`config.mk`:
```
export PLATFORM = sky130hd
export DESIGN_NAME = isolated_io_interrupt_regs
export DESIGN_NICKNAME = d
export VERILOG_FILES = /design/src/iso_io_pkg.sv /design/src/in_sync.sv /design/src/isolated_io_interrupt_regs.sv
export SDC_FILE = /design/constraint.sdc
export NUM_CORES = 1
export LEC_CHECK = 0
export BUFFER_PORTS_ARGS = -buffer_cell sky130_fd_sc_hd__buf_4
export CAP_MARGIN = 20
export CORE_MARGIN = 2
export CORE_UTILIZATION = 35
export DETAILED_ROUTE_END_ITERATION = 10
export GPL_ROUTABILITY_DRIVEN = 1
export PLACE_DENSITY = 0.64
export SLEW_MARGIN = 10
export SYNTH_ARGS = -nofsm -noshare
export SYNTH_HDL_FRONTEND = slang
export SYNTH_SLANG_ARGS = --single-unit
```
`constraint.sdc`:
```
create_clock -name clk -period 1.2 [get_ports clk]
set_input_delay 0.24 -clock clk [delete_from_list [all_inputs] [get_ports clk]]
set_output_delay 0.24 -clock clk [all_outputs]
set_load 0.005 [all_outputs]
```
`src/iso_io_pkg.sv`:
```
// Purpose: constants for the isolated i/o interrupt register bank
// Assumes: 125 MHz clk, registers in base_region_zero, one word each
// Notes: register map and field positions
//
// Notes on behaviour
// - bit 12 of control/status at 0x38 enables external interrupt service
// - writing one to bit 17 or 23 clears pending or missed flag
// - enable and polarity bits are plain read/write control bits
// - input registers are read only; writes change nothing
// - output register write sets its relays to the written bits
// - output register read returns present relay states
// - input and output registers have fixed direction, no configuration
// - enabled request edge sets pending flag and raises pci interrupt
// - edge while pending sets single missed flag, not counted
// - edges detected only while active-low gate input is low
// - bit 6 selects rising or falling request edge
package iso_io_pkg;
    // ------------------------------------------------------------
    // register map
    // ------------------------------------------------------------
    localparam logic [7:0]  OFF_INPUT_DATA   = 8'h00;
    localparam logic [7:0]  OFF_OUTPUT_DATA  = 8'h04;
    localparam logic [7:0]  OFF_INT_CTRL     = 8'h38;
    // ------------------------------------------------------------
    // fields of interrupt_control_status
    // ------------------------------------------------------------
    localparam int          BIT_POLARITY     = 6;
    localparam int          BIT_ENABLE       = 12;
    localparam int          BIT_PENDING      = 17;
    localparam int          BIT_MISSED       = 23;
    localparam logic [31:0] RESET_INT_CTRL   = 32'h0000_0000;
    localparam logic [31:0] RESET_OUTPUT     = 32'h0000_0000;
endpackage

```
`src/in_sync.sv`:
```
// Purpose: three-stage synchroniser with agreement filter
// Assumes: input from outside the clk domain
// Notes: output changes when stages two and three agree
`timescale 1ns/10ps
module in_sync
    import iso_io_pkg::*;
#(
    parameter logic INIT = 1'b0
) (
    input  wire logic clk,
    input  wire logic rst_n,
    input  wire logic din,
    output logic      dout
);
    logic [2:0] stage;
    logic [2:0] next_stage;
    logic       next_dout;

    always_comb begin
        next_stage = {stage[1:0], din};
        next_dout  = (stage[1] == stage[2]) ? stage[2] : dout;
    end

    always_ff @(posedge clk) begin
        if (!rst_n) begin
            stage <= {3{INIT}};
            dout  <= INIT;
        end else begin
            stage <= next_stage;
            dout  <= next_dout;
        end
    end
endmodule

```
`src/isolated_io_interrupt_regs.sv`:
```
// Purpose: interrupt control/status, input and output registers
// Assumes: simple register port in base_region_zero, single-cycle access
// Notes: relays and inputs are fixed-direction 32-bit ports
`timescale 1ns/10ps
module isolated_io_interrupt_regs
    import iso_io_pkg::*;
#(
    parameter int IO_WIDTH = 32
) (
    input  wire logic                clk,
    input  wire logic                rst_n,
    input  wire logic [7:0]          reg_addr,
    input  wire logic                reg_wr,
    input  wire logic                reg_rd,
    input  wire logic [31:0]         reg_wdata,
    output logic      [31:0]         reg_rdata,
    input  wire logic [IO_WIDTH-1:0] input_pins,
    output logic      [IO_WIDTH-1:0] relay_out,
    input  wire logic                irq_request,
    input  wire logic                external_irq_gate_n,
    output logic                     pci_irq
);
    // ------------------------------------------------------------
    // input synchronisers
    // ------------------------------------------------------------
    logic                req_s;
    logic                gate_n_s;
    logic [IO_WIDTH-1:0] inputs_s;

    in_sync #(.INIT(1'b0)) u_req (.clk(clk), .rst_n(rst_n), .din(irq_request), .dout(req_s));
    in_sync #(.INIT(1'b1)) u_gate (.clk(clk), .rst_n(rst_n), .din(external_irq_gate_n), .dout(gate_n_s));

    genvar gi;
    generate
        for (gi = 0; gi < IO_WIDTH; gi++) begin : g_in
            in_sync #(.INIT(1'b0)) u_in (.clk(clk), .rst_n(rst_n), .din(input_pins[gi]), .dout(inputs_s[gi]));
        end
    endgenerate

    // ------------------------------------------------------------
    // bus decode
    // ------------------------------------------------------------
    logic                sel_ctrl;
    logic                sel_out;
    logic                enable;
    logic                polarity;
    logic                pending;
    logic                missed;
    logic                req_d;
    logic                edge_hit;

    // only the control and output words take writes
    always_comb begin
        sel_ctrl = reg_wr && (reg_addr == OFF_INT_CTRL);
        sel_out  = reg_wr && (reg_addr == OFF_OUTPUT_DATA);
    end

    // ------------------------------------------------------------
    // control bits
    // ------------------------------------------------------------
    logic                next_enable;
    logic                next_polarity;

    always_comb begin
        next_enable   = sel_ctrl ? reg_wdata[BIT_ENABLE] : enable;
        next_polarity = sel_ctrl ? reg_wdata[BIT_POLARITY] : polarity;
    end

    always_ff @(posedge clk) begin
        if (!rst_n) begin
            enable   <= RESET_INT_CTRL[BIT_ENABLE];
            polarity <= RESET_INT_CTRL[BIT_POLARITY];
        end else begin
            enable   <= next_enable;
            polarity <= next_polarity;
        end
    end

    // ------------------------------------------------------------
    // request edge detection
    // ------------------------------------------------------------
    logic                next_req_d;

    always_comb begin
        next_req_d = req_s;
        // polarity 0 rising, 1 falling; detection only while enabled
        edge_hit   = !gate_n_s && enable &&
                     (polarity ? (req_d && !req_s) : (!req_d && req_s));
    end

    always_ff @(posedge clk) begin
        if (!rst_n) begin
            req_d <= 1'b0;
        end else begin
            req_d <= next_req_d;
        end
    end

    // ------------------------------------------------------------
    // pending and missed flags
    // ------------------------------------------------------------
    logic                next_pending;
    logic                next_missed;

    always_comb begin
        // zero writes leave flags alone
        next_pending = pending;
        next_missed  = missed;
        if (sel_ctrl && reg_wdata[BIT_PENDING]) begin
            next_pending = 1'b0;
        end
        if (sel_ctrl && reg_wdata[BIT_MISSED]) begin
            next_missed = 1'b0;
        end
        // missed set wins over clear; clearing a set pending wins over an edge, which sets missed
        if (edge_hit && !pending) begin
            next_pending = 1'b1;
        end
        if (edge_hit && pending) begin
            next_missed = 1'b1;
        end
    end

    always_ff @(posedge clk) begin
        if (!rst_n) begin
            pending <= RESET_INT_CTRL[BIT_PENDING];
            missed  <= RESET_INT_CTRL[BIT_MISSED];
        end else begin
            pending <= next_pending;
            missed  <= next_missed;
        end
    end

    // ------------------------------------------------------------
    // relays
    // ------------------------------------------------------------
    logic [IO_WIDTH-1:0] next_relay;

    always_comb begin
        next_relay = sel_out ? reg_wdata[IO_WIDTH-1:0] : relay_out;
    end

    always_ff @(posedge clk) begin
        if (!rst_n) begin
            relay_out <= RESET_OUTPUT[IO_WIDTH-1:0];
        end else begin
            relay_out <= next_relay;
        end
    end

    // ------------------------------------------------------------
    // read data
    // ------------------------------------------------------------
    logic [31:0]         next_rdata;

    always_comb begin
        next_rdata = 32'h0000_0000;
        if (reg_rd) begin
            case (reg_addr)
                OFF_INPUT_DATA:  next_rdata[IO_WIDTH-1:0] = inputs_s;
                OFF_OUTPUT_DATA: next_rdata[IO_WIDTH-1:0] = relay_out;
                OFF_INT_CTRL: begin
                    next_rdata[BIT_POLARITY] = polarity;
                    next_rdata[BIT_ENABLE]   = enable;
                    next_rdata[BIT_PENDING]  = pending;
                    next_rdata[BIT_MISSED]   = missed;
                end
                default:         next_rdata = 32'h0000_0000;
            endcase
        end
    end

    always_ff @(posedge clk) begin
        if (!rst_n) begin
            reg_rdata <= 32'h0000_0000;
        end else begin
            reg_rdata <= next_rdata;
        end
    end

    // ------------------------------------------------------------
    // pci interrupt
    // ------------------------------------------------------------
    assign pci_irq = pending && enable;

    // ------------------------------------------------------------
    // assertions
    // ------------------------------------------------------------
    a_pending_set: assert property (@(posedge clk) disable iff (!rst_n)
        edge_hit && !pending |=> pending && pci_irq == enable)
        else $error("pending not set on enabled edge");
    a_missed_set: assert property (@(posedge clk) disable iff (!rst_n)
        edge_hit && pending |=> missed)
        else $error("missed not set on edge while pending");
    a_gate_blocks: assert property (@(posedge clk) disable iff (!rst_n)
        gate_n_s && !pending && !(sel_ctrl && reg_wdata[BIT_PENDING]) |=> !pending || $past(pending))
        else $error("edge taken while gate high");
    a_ack_clears: assert property (@(posedge clk) disable iff (!rst_n)
        sel_ctrl && reg_wdata[BIT_PENDING] && !edge_hit |=> !pending)
        else $error("pending not cleared by write one");
    a_zero_keeps: assert property (@(posedge clk) disable iff (!rst_n)
        sel_ctrl && !reg_wdata[BIT_MISSED] && missed |=> missed)
        else $error("missed cleared by zero write");
    a_enable_wr: assert property (@(posedge clk) disable iff (!rst_n)
        sel_ctrl |=> enable == $past(reg_wdata[BIT_ENABLE]))
        else $error("enable bit not written");
    a_relay_wr: assert property (@(posedge clk) disable iff (!rst_n)
        sel_out |=> relay_out == $past(reg_wdata[IO_WIDTH-1:0]))
        else $error("relays not set by write");
    a_relay_rd: assert property (@(posedge clk) disable iff (!rst_n)
        reg_rd && reg_addr == OFF_OUTPUT_DATA |=> reg_rdata[IO_WIDTH-1:0] == $past(relay_out))
        else $error("relay read wrong");
    a_irq_level: assert property (@(posedge clk) disable iff (!rst_n)
        pci_irq |-> pending && enable)
        else $error("pci irq without pending and enable");
    a_input_ro: assert property (@(posedge clk) disable iff (!rst_n)
        reg_wr && reg_addr == OFF_INPUT_DATA |=> relay_out == $past(relay_out))
        else $error("input write had effect");
    a_missed_hold: assert property (@(posedge clk) disable iff (!rst_n)
        missed && !(sel_ctrl && reg_wdata[BIT_MISSED]) |=> missed)
        else $error("missed flag lost without write one");
    a_pending_hold: assert property (@(posedge clk) disable iff (!rst_n)
        pending && !(sel_ctrl && reg_wdata[BIT_PENDING]) |=> pending)
        else $error("pending flag lost without write one");
    a_polarity_wr: assert property (@(posedge clk) disable iff (!rst_n)
        sel_ctrl |=> polarity == $past(reg_wdata[BIT_POLARITY]))
        else $error("polarity bit not written");
    a_ctrl_keep: assert property (@(posedge clk) disable iff (!rst_n)
        !sel_ctrl |=> $stable(enable) && $stable(polarity))
        else $error("control bits changed without write");
    a_disabled_ignores: assert property (@(posedge clk) disable iff (!rst_n)
        !enable && !pending |=> !pending)
        else $error("edge taken while service disabled");
    a_irq_drops: assert property (@(posedge clk) disable iff (!rst_n)
        sel_ctrl && reg_wdata[BIT_PENDING] && !edge_hit |=> !pci_irq)
        else $error("pci irq held after acknowledge");
    a_rise_sel: assert property (@(posedge clk) disable iff (!rst_n)
        !polarity && enable && !gate_n_s && req_s && !req_d && !pending |=> pending)
        else $error("rising edge not taken");
    a_fall_sel: assert property (@(posedge clk) disable iff (!rst_n)
        polarity && enable && !gate_n_s && !req_s && req_d && !pending |=> pending)
        else $error("falling edge not taken");
    a_wrong_edge: assert property (@(posedge clk) disable iff (!rst_n)
        (polarity ? req_s : !req_s) && !pending |=> !pending)
        else $error("edge of wrong direction taken");
    a_ctrl_rd: assert property (@(posedge clk) disable iff (!rst_n)
        reg_rd && reg_addr == OFF_INT_CTRL |=>
        reg_rdata[BIT_ENABLE] == $past(enable) && reg_rdata[BIT_POLARITY] == $past(polarity))
        else $error("control bits read wrong");
    a_input_rd: assert property (@(posedge clk) disable iff (!rst_n)
        reg_rd && reg_addr == OFF_INPUT_DATA |=> reg_rdata[IO_WIDTH-1:0] == $past(inputs_s))
        else $error("input read wrong");
    a_relay_keep: assert property (@(posedge clk) disable iff (!rst_n)
        !sel_out |=> $stable(relay_out))
        else $error("relays changed without output write");
    a_rdata_idle: assert property (@(posedge clk) disable iff (!rst_n)
        !reg_rd |=> reg_rdata == 32'h0000_0000)
        else $error("read data not zero without read");
endmodule

```
# Word-level counts from Yosys, hierarchy flattened
# Index checks and enable logic that the tools add are counted.
# op_classes
eq_ne	36
mux	14
n_reduce_logical	19
# op_table
cell	n
$eq A1 B1 Y1	34
$pmux W5 S2	2
$pmux W8 S2	1
$pmux W1 S3	4
$pmux W6 S2	1
$logic_and A1 B1 Y1	11
$eq A8 B3 Y1 const B	1
$eq A8 B6 Y1 const B	1
$logic_not A8 Y1	1
$pmux W4 S2	1
$mux W1	5
$logic_not A1 Y1	4
$reduce_bool A2 Y1	2
$reduce_and A2 Y1	1
# word_totals
regBits	205
in_bits	78
output_inout_bits	65
wordCells	144

# Longest topological paths before layout
# logic_depth
word_depth	6
ltp_mapped	5
mapped_depth_nobuf	3

# Hierarchy
# From an unflattened synthesis, not the netlist that was laid out.
# hier_totals
hier_cells	625
hier_area_um2	6734.0
# by_module_without_submodules
module	instances	cells_per_inst	area_per_inst_um2	seq_area_each_um2
in_sync (g_in[0].u_in ...)	33	10	116.4	80.1
isolated_io_interrupt_regs	1	285	2781.4	1381.3
in_sync (u_gate)	1	10	112.6	80.1

# Least setup slack after synthesis
# OpenSTA, ideal clock, no wires.
# synth_timing
path_type	input -> register
startpoint	input reg_addr[1]
endpoint	register reg_rdata[12]
setup_ps	75
arrival_time_ps	1169
t_required_ps	1125
slack_ps	-44
cell_stages	5
n_path_buf	2
cell_sequence	nor4_2 > buf_2 > buf_2 > nand3_1 > a31oi_1
# synth_between
elab_chain_len	2
word_cells_on_any_way	4
cone_classes	eq/ne (2); mux (1); reduce/logical (1)
# synth_rtl
element	line_no	rtl
start, declared	isolated_io_interrupt_regs.sv:12	input wire logic [7:0] reg_addr,
$eq A8 B6 Y1 (tied with other cells)	isolated_io_interrupt_regs.sv:159	case (reg_addr)
$pmux W1 S3 (*)	isolated_io_interrupt_regs.sv:159	
end signal, assigned	isolated_io_interrupt_regs.sv:177	reg_rdata <= next_rdata;
end, declared	isolated_io_interrupt_regs.sv:16	output logic [31:0] reg_rdata,
# Every way passes the cells marked *; elsewhere a longest branch is shown, timed or not.
# A chain may end at the register's enable or synchronous reset.

# Final worst setup path
# layout_timing
startpoint	register enable
endpoint	output pci_irq
# layout_between
elab_chain_len	1
# layout_rtl
element	line_no	rtl
start, declared	isolated_io_interrupt_regs.sv:45	logic enable;
start signal, assigned	isolated_io_interrupt_regs.sv:71	enable <= RESET_INT_CTRL[BIT_ENABLE];
start signal, assigned	isolated_io_interrupt_regs.sv:74	enable <= next_enable;
$logic_and A1 B1 Y1	isolated_io_interrupt_regs.sv:184	assign pci_irq = pending && enable;
end, declared	isolated_io_interrupt_regs.sv:21	output logic pci_irq
# Every way passes these cells.

==> impl_metrics.tcl <==
set metrics [dict create \
    h-tree-depth 1 \
    drt-initial-drc-count 214 \
    drv_slew 0 \
    globalplace.congestion 0.724 \
    yosys_warnings 0 \
    crit_arrival_ns 1.06 \
    slew_headroom 0.736 \
    place_ws_ns -0.258 \
    power_density_nw_per_um2 1480 \
    final_cell_mix "dfxtp_1, buf_4, and2_1, nand2_1, a21oi_1" \
    die_h_um 144 \
    setup_viol 1 \
    hold_class "in2reg" \
    grt.total_usage 0.158 \
    antenna_left 0 \
    ir_drop_mv 1.03 \
    layout_setup_ws_ns -0.0963 \
    end_kind "output pin" \
    nFillCells 1733 \
    synth_ff_type "dfxtp_1" \
    fin_crit_sh 1.08 \
    nets 991 \
    wl_per_cell_um 14.1 \
    detail_route.first_pass.iterations 4 \
    grt_pass1_vias 5106 \
    route.detailed.drc 0 \
    async_flop_share 0 \
    status "complete, but fails checks" \
    totalPowerFinal_mw 14.9 \
    coreArea_um2 19300 \
    power.leakage_nw 4.24 \
    min_period_ns 1.30 \
    cts.sinks 205 \
    vias_per_cell 4.59 \
    design_area_um2 10100 \
    maxCapViolCount 0 \
    ys_top_cells_by_area "dfxtp_1, and2_1, nand2_1, a21oi_1, mux2i_1" \
    hpwl_mm 10.5 \
    tightestPinTransition_ns 0.395 \
    root_buffer "clkbuf_16" \
    placed_area_um2 8350 \
    grt_overflow_total 0 \
    wirelength_mm 16.8 \
    synth_area_um2 6820 \
    synthesis.nets 757 \
    io_buffers 142 \
    grt_max_degree 76 \
    die_x_um 144 \
    synth.distinct_cells 31 \
    drive_gt1_frac 0.304 \
    fmax_mhz 771 \
    clockBufferDepth 3 \
    crit_path_start_kind "register" \
    setup_tns_ns -0.0963 \
    start_util 0.354 \
    synth_seq_area_share 0.602 \
    clkTransAtPathRegs_ns 0.06 \
    avgSynthCellArea_um2 10.0 \
    synth_top_area_frac 0.602 \
    cp_max_fo 2 \
    hold_violations 0 \
    syn_to_final_growth_pct 47.7 \
    dieArea_um2 20600 \
    num_rows 51 \
    ioPinCount 143 \
    critPathRequiredTime_ns 0.96 \
    path_class "reg2out" \
    antenna-diode-count 0 \
    grt_antenna_before_repair 1 \
    clk_latency_ns 0.48 \
    synthCells 679 \
    via_count 5468 \
    numCtsBuffers 21 \
    synth_edf_count 0 \
    grt_pass1_wl_mm 25.8 \
    rsz0062_at_grt "yes" \
    skew_ns 0.00742 \
    violations "setup timing" \
    ys_seq_elements 205 \
    yosys.area.top_type "dfxtp_1" \
    cts_tree "built" \
]
## final cells by class
type                    instances  area, um^2  share of cell area
flip-flops and latches        205        4160               0.413
repair buffers                256        2270               0.225
well taps                     265         332              0.0329
multi-input cells             427        2540               0.252
inverters                       2        7.51            0.000745
clock inverters                 9         148              0.0147
clock buffers                  28         622              0.0617
## state kept, by name (all words and copies together) (netlist names)
register         cells
g_in.u_in.stage     96
g_in.u_in.dout      32
reg_rdata           32
relay_out           32
u_gate.stage         3
u_req.stage          3
enable               1
missed               1
pending              1
polarity             1
req_d                1
u_gate.dout          1
u_req.dout           1
## what timing repair did
item                       in CTS  in global routing
setup buffers                  18                 12
gates resized for setup        44                 22
setup endpoints to repair      37                 30
hold buffers                   58                  0
hold endpoints to repair       58                  0
## metal layers
layer,global-route usage,part of all wire,routed length (um)
met5,0,0.00042,7
met4,0.0392,0.023,391
met1,0.202,0.45,7590
met2,0.266,0.46,7710
met3,0.0417,0.064,1080
## cells by family after synthesis
logic type / share of synthesized area
buffers and inverters: 0.0297
AND/OR/NAND/NOR: 0.238
flip-flops: 0.602
AO/OA/AOI/OAI: 0.0840
multiplexers: 0.0470
## critical path, stage by stage (launching register included)
cell     delay (ns)
dfxtp_2        0.32
and2_4         0.15
buf_6          0.11
## Yosys cell counts, types with 2 or more instances
library cell  instances
buf_4                 3
mux2i_1              32
and2_1              101
clkbuf_1             30
nand4_1               2
nand2_1             100
nand4b_1             33
o21ai_0              33
nand2b_1              4
nand3_1              37
buf_2                12
dfxtp_1             205
o31ai_1               2
a21oi_1              65
a31oi_1               4
## through the flow
stage	hold slack (ns)	cells	utilization
after floorplan	0.341	679	-
after global placement	0.408	1067	0.433
after detailed placement	0.417	1067	0.433
after CTS	0.000250	1180	0.514
after global routing	0.00876	1192	0.523
final	0.0139	1192	0.523
## where the power goes
part           leakage, nW  internal, mW  total, mW  switching, mW
sequential            1.69          6.94       6.99         0.0482
combinational         2.17         0.454      0.790          0.336
clock                0.381          4.48       7.08           2.60
## worst paths after layout
check | cells after the start | to | startpoint | slack, ns
worst max-delay path | 2 | pci_irq | enable | -0.1
worst min-delay path | 3 | relay_out[8] | reg_wdata[8] | 0.01
worst max register to register | 3 | pending | polarity | 0.10
worst min register to register | 1 | g_in[3].u_in.stage[1] | g_in[3].u_in.stage[0] | 0.43
(Power assumes the default switching activity.)
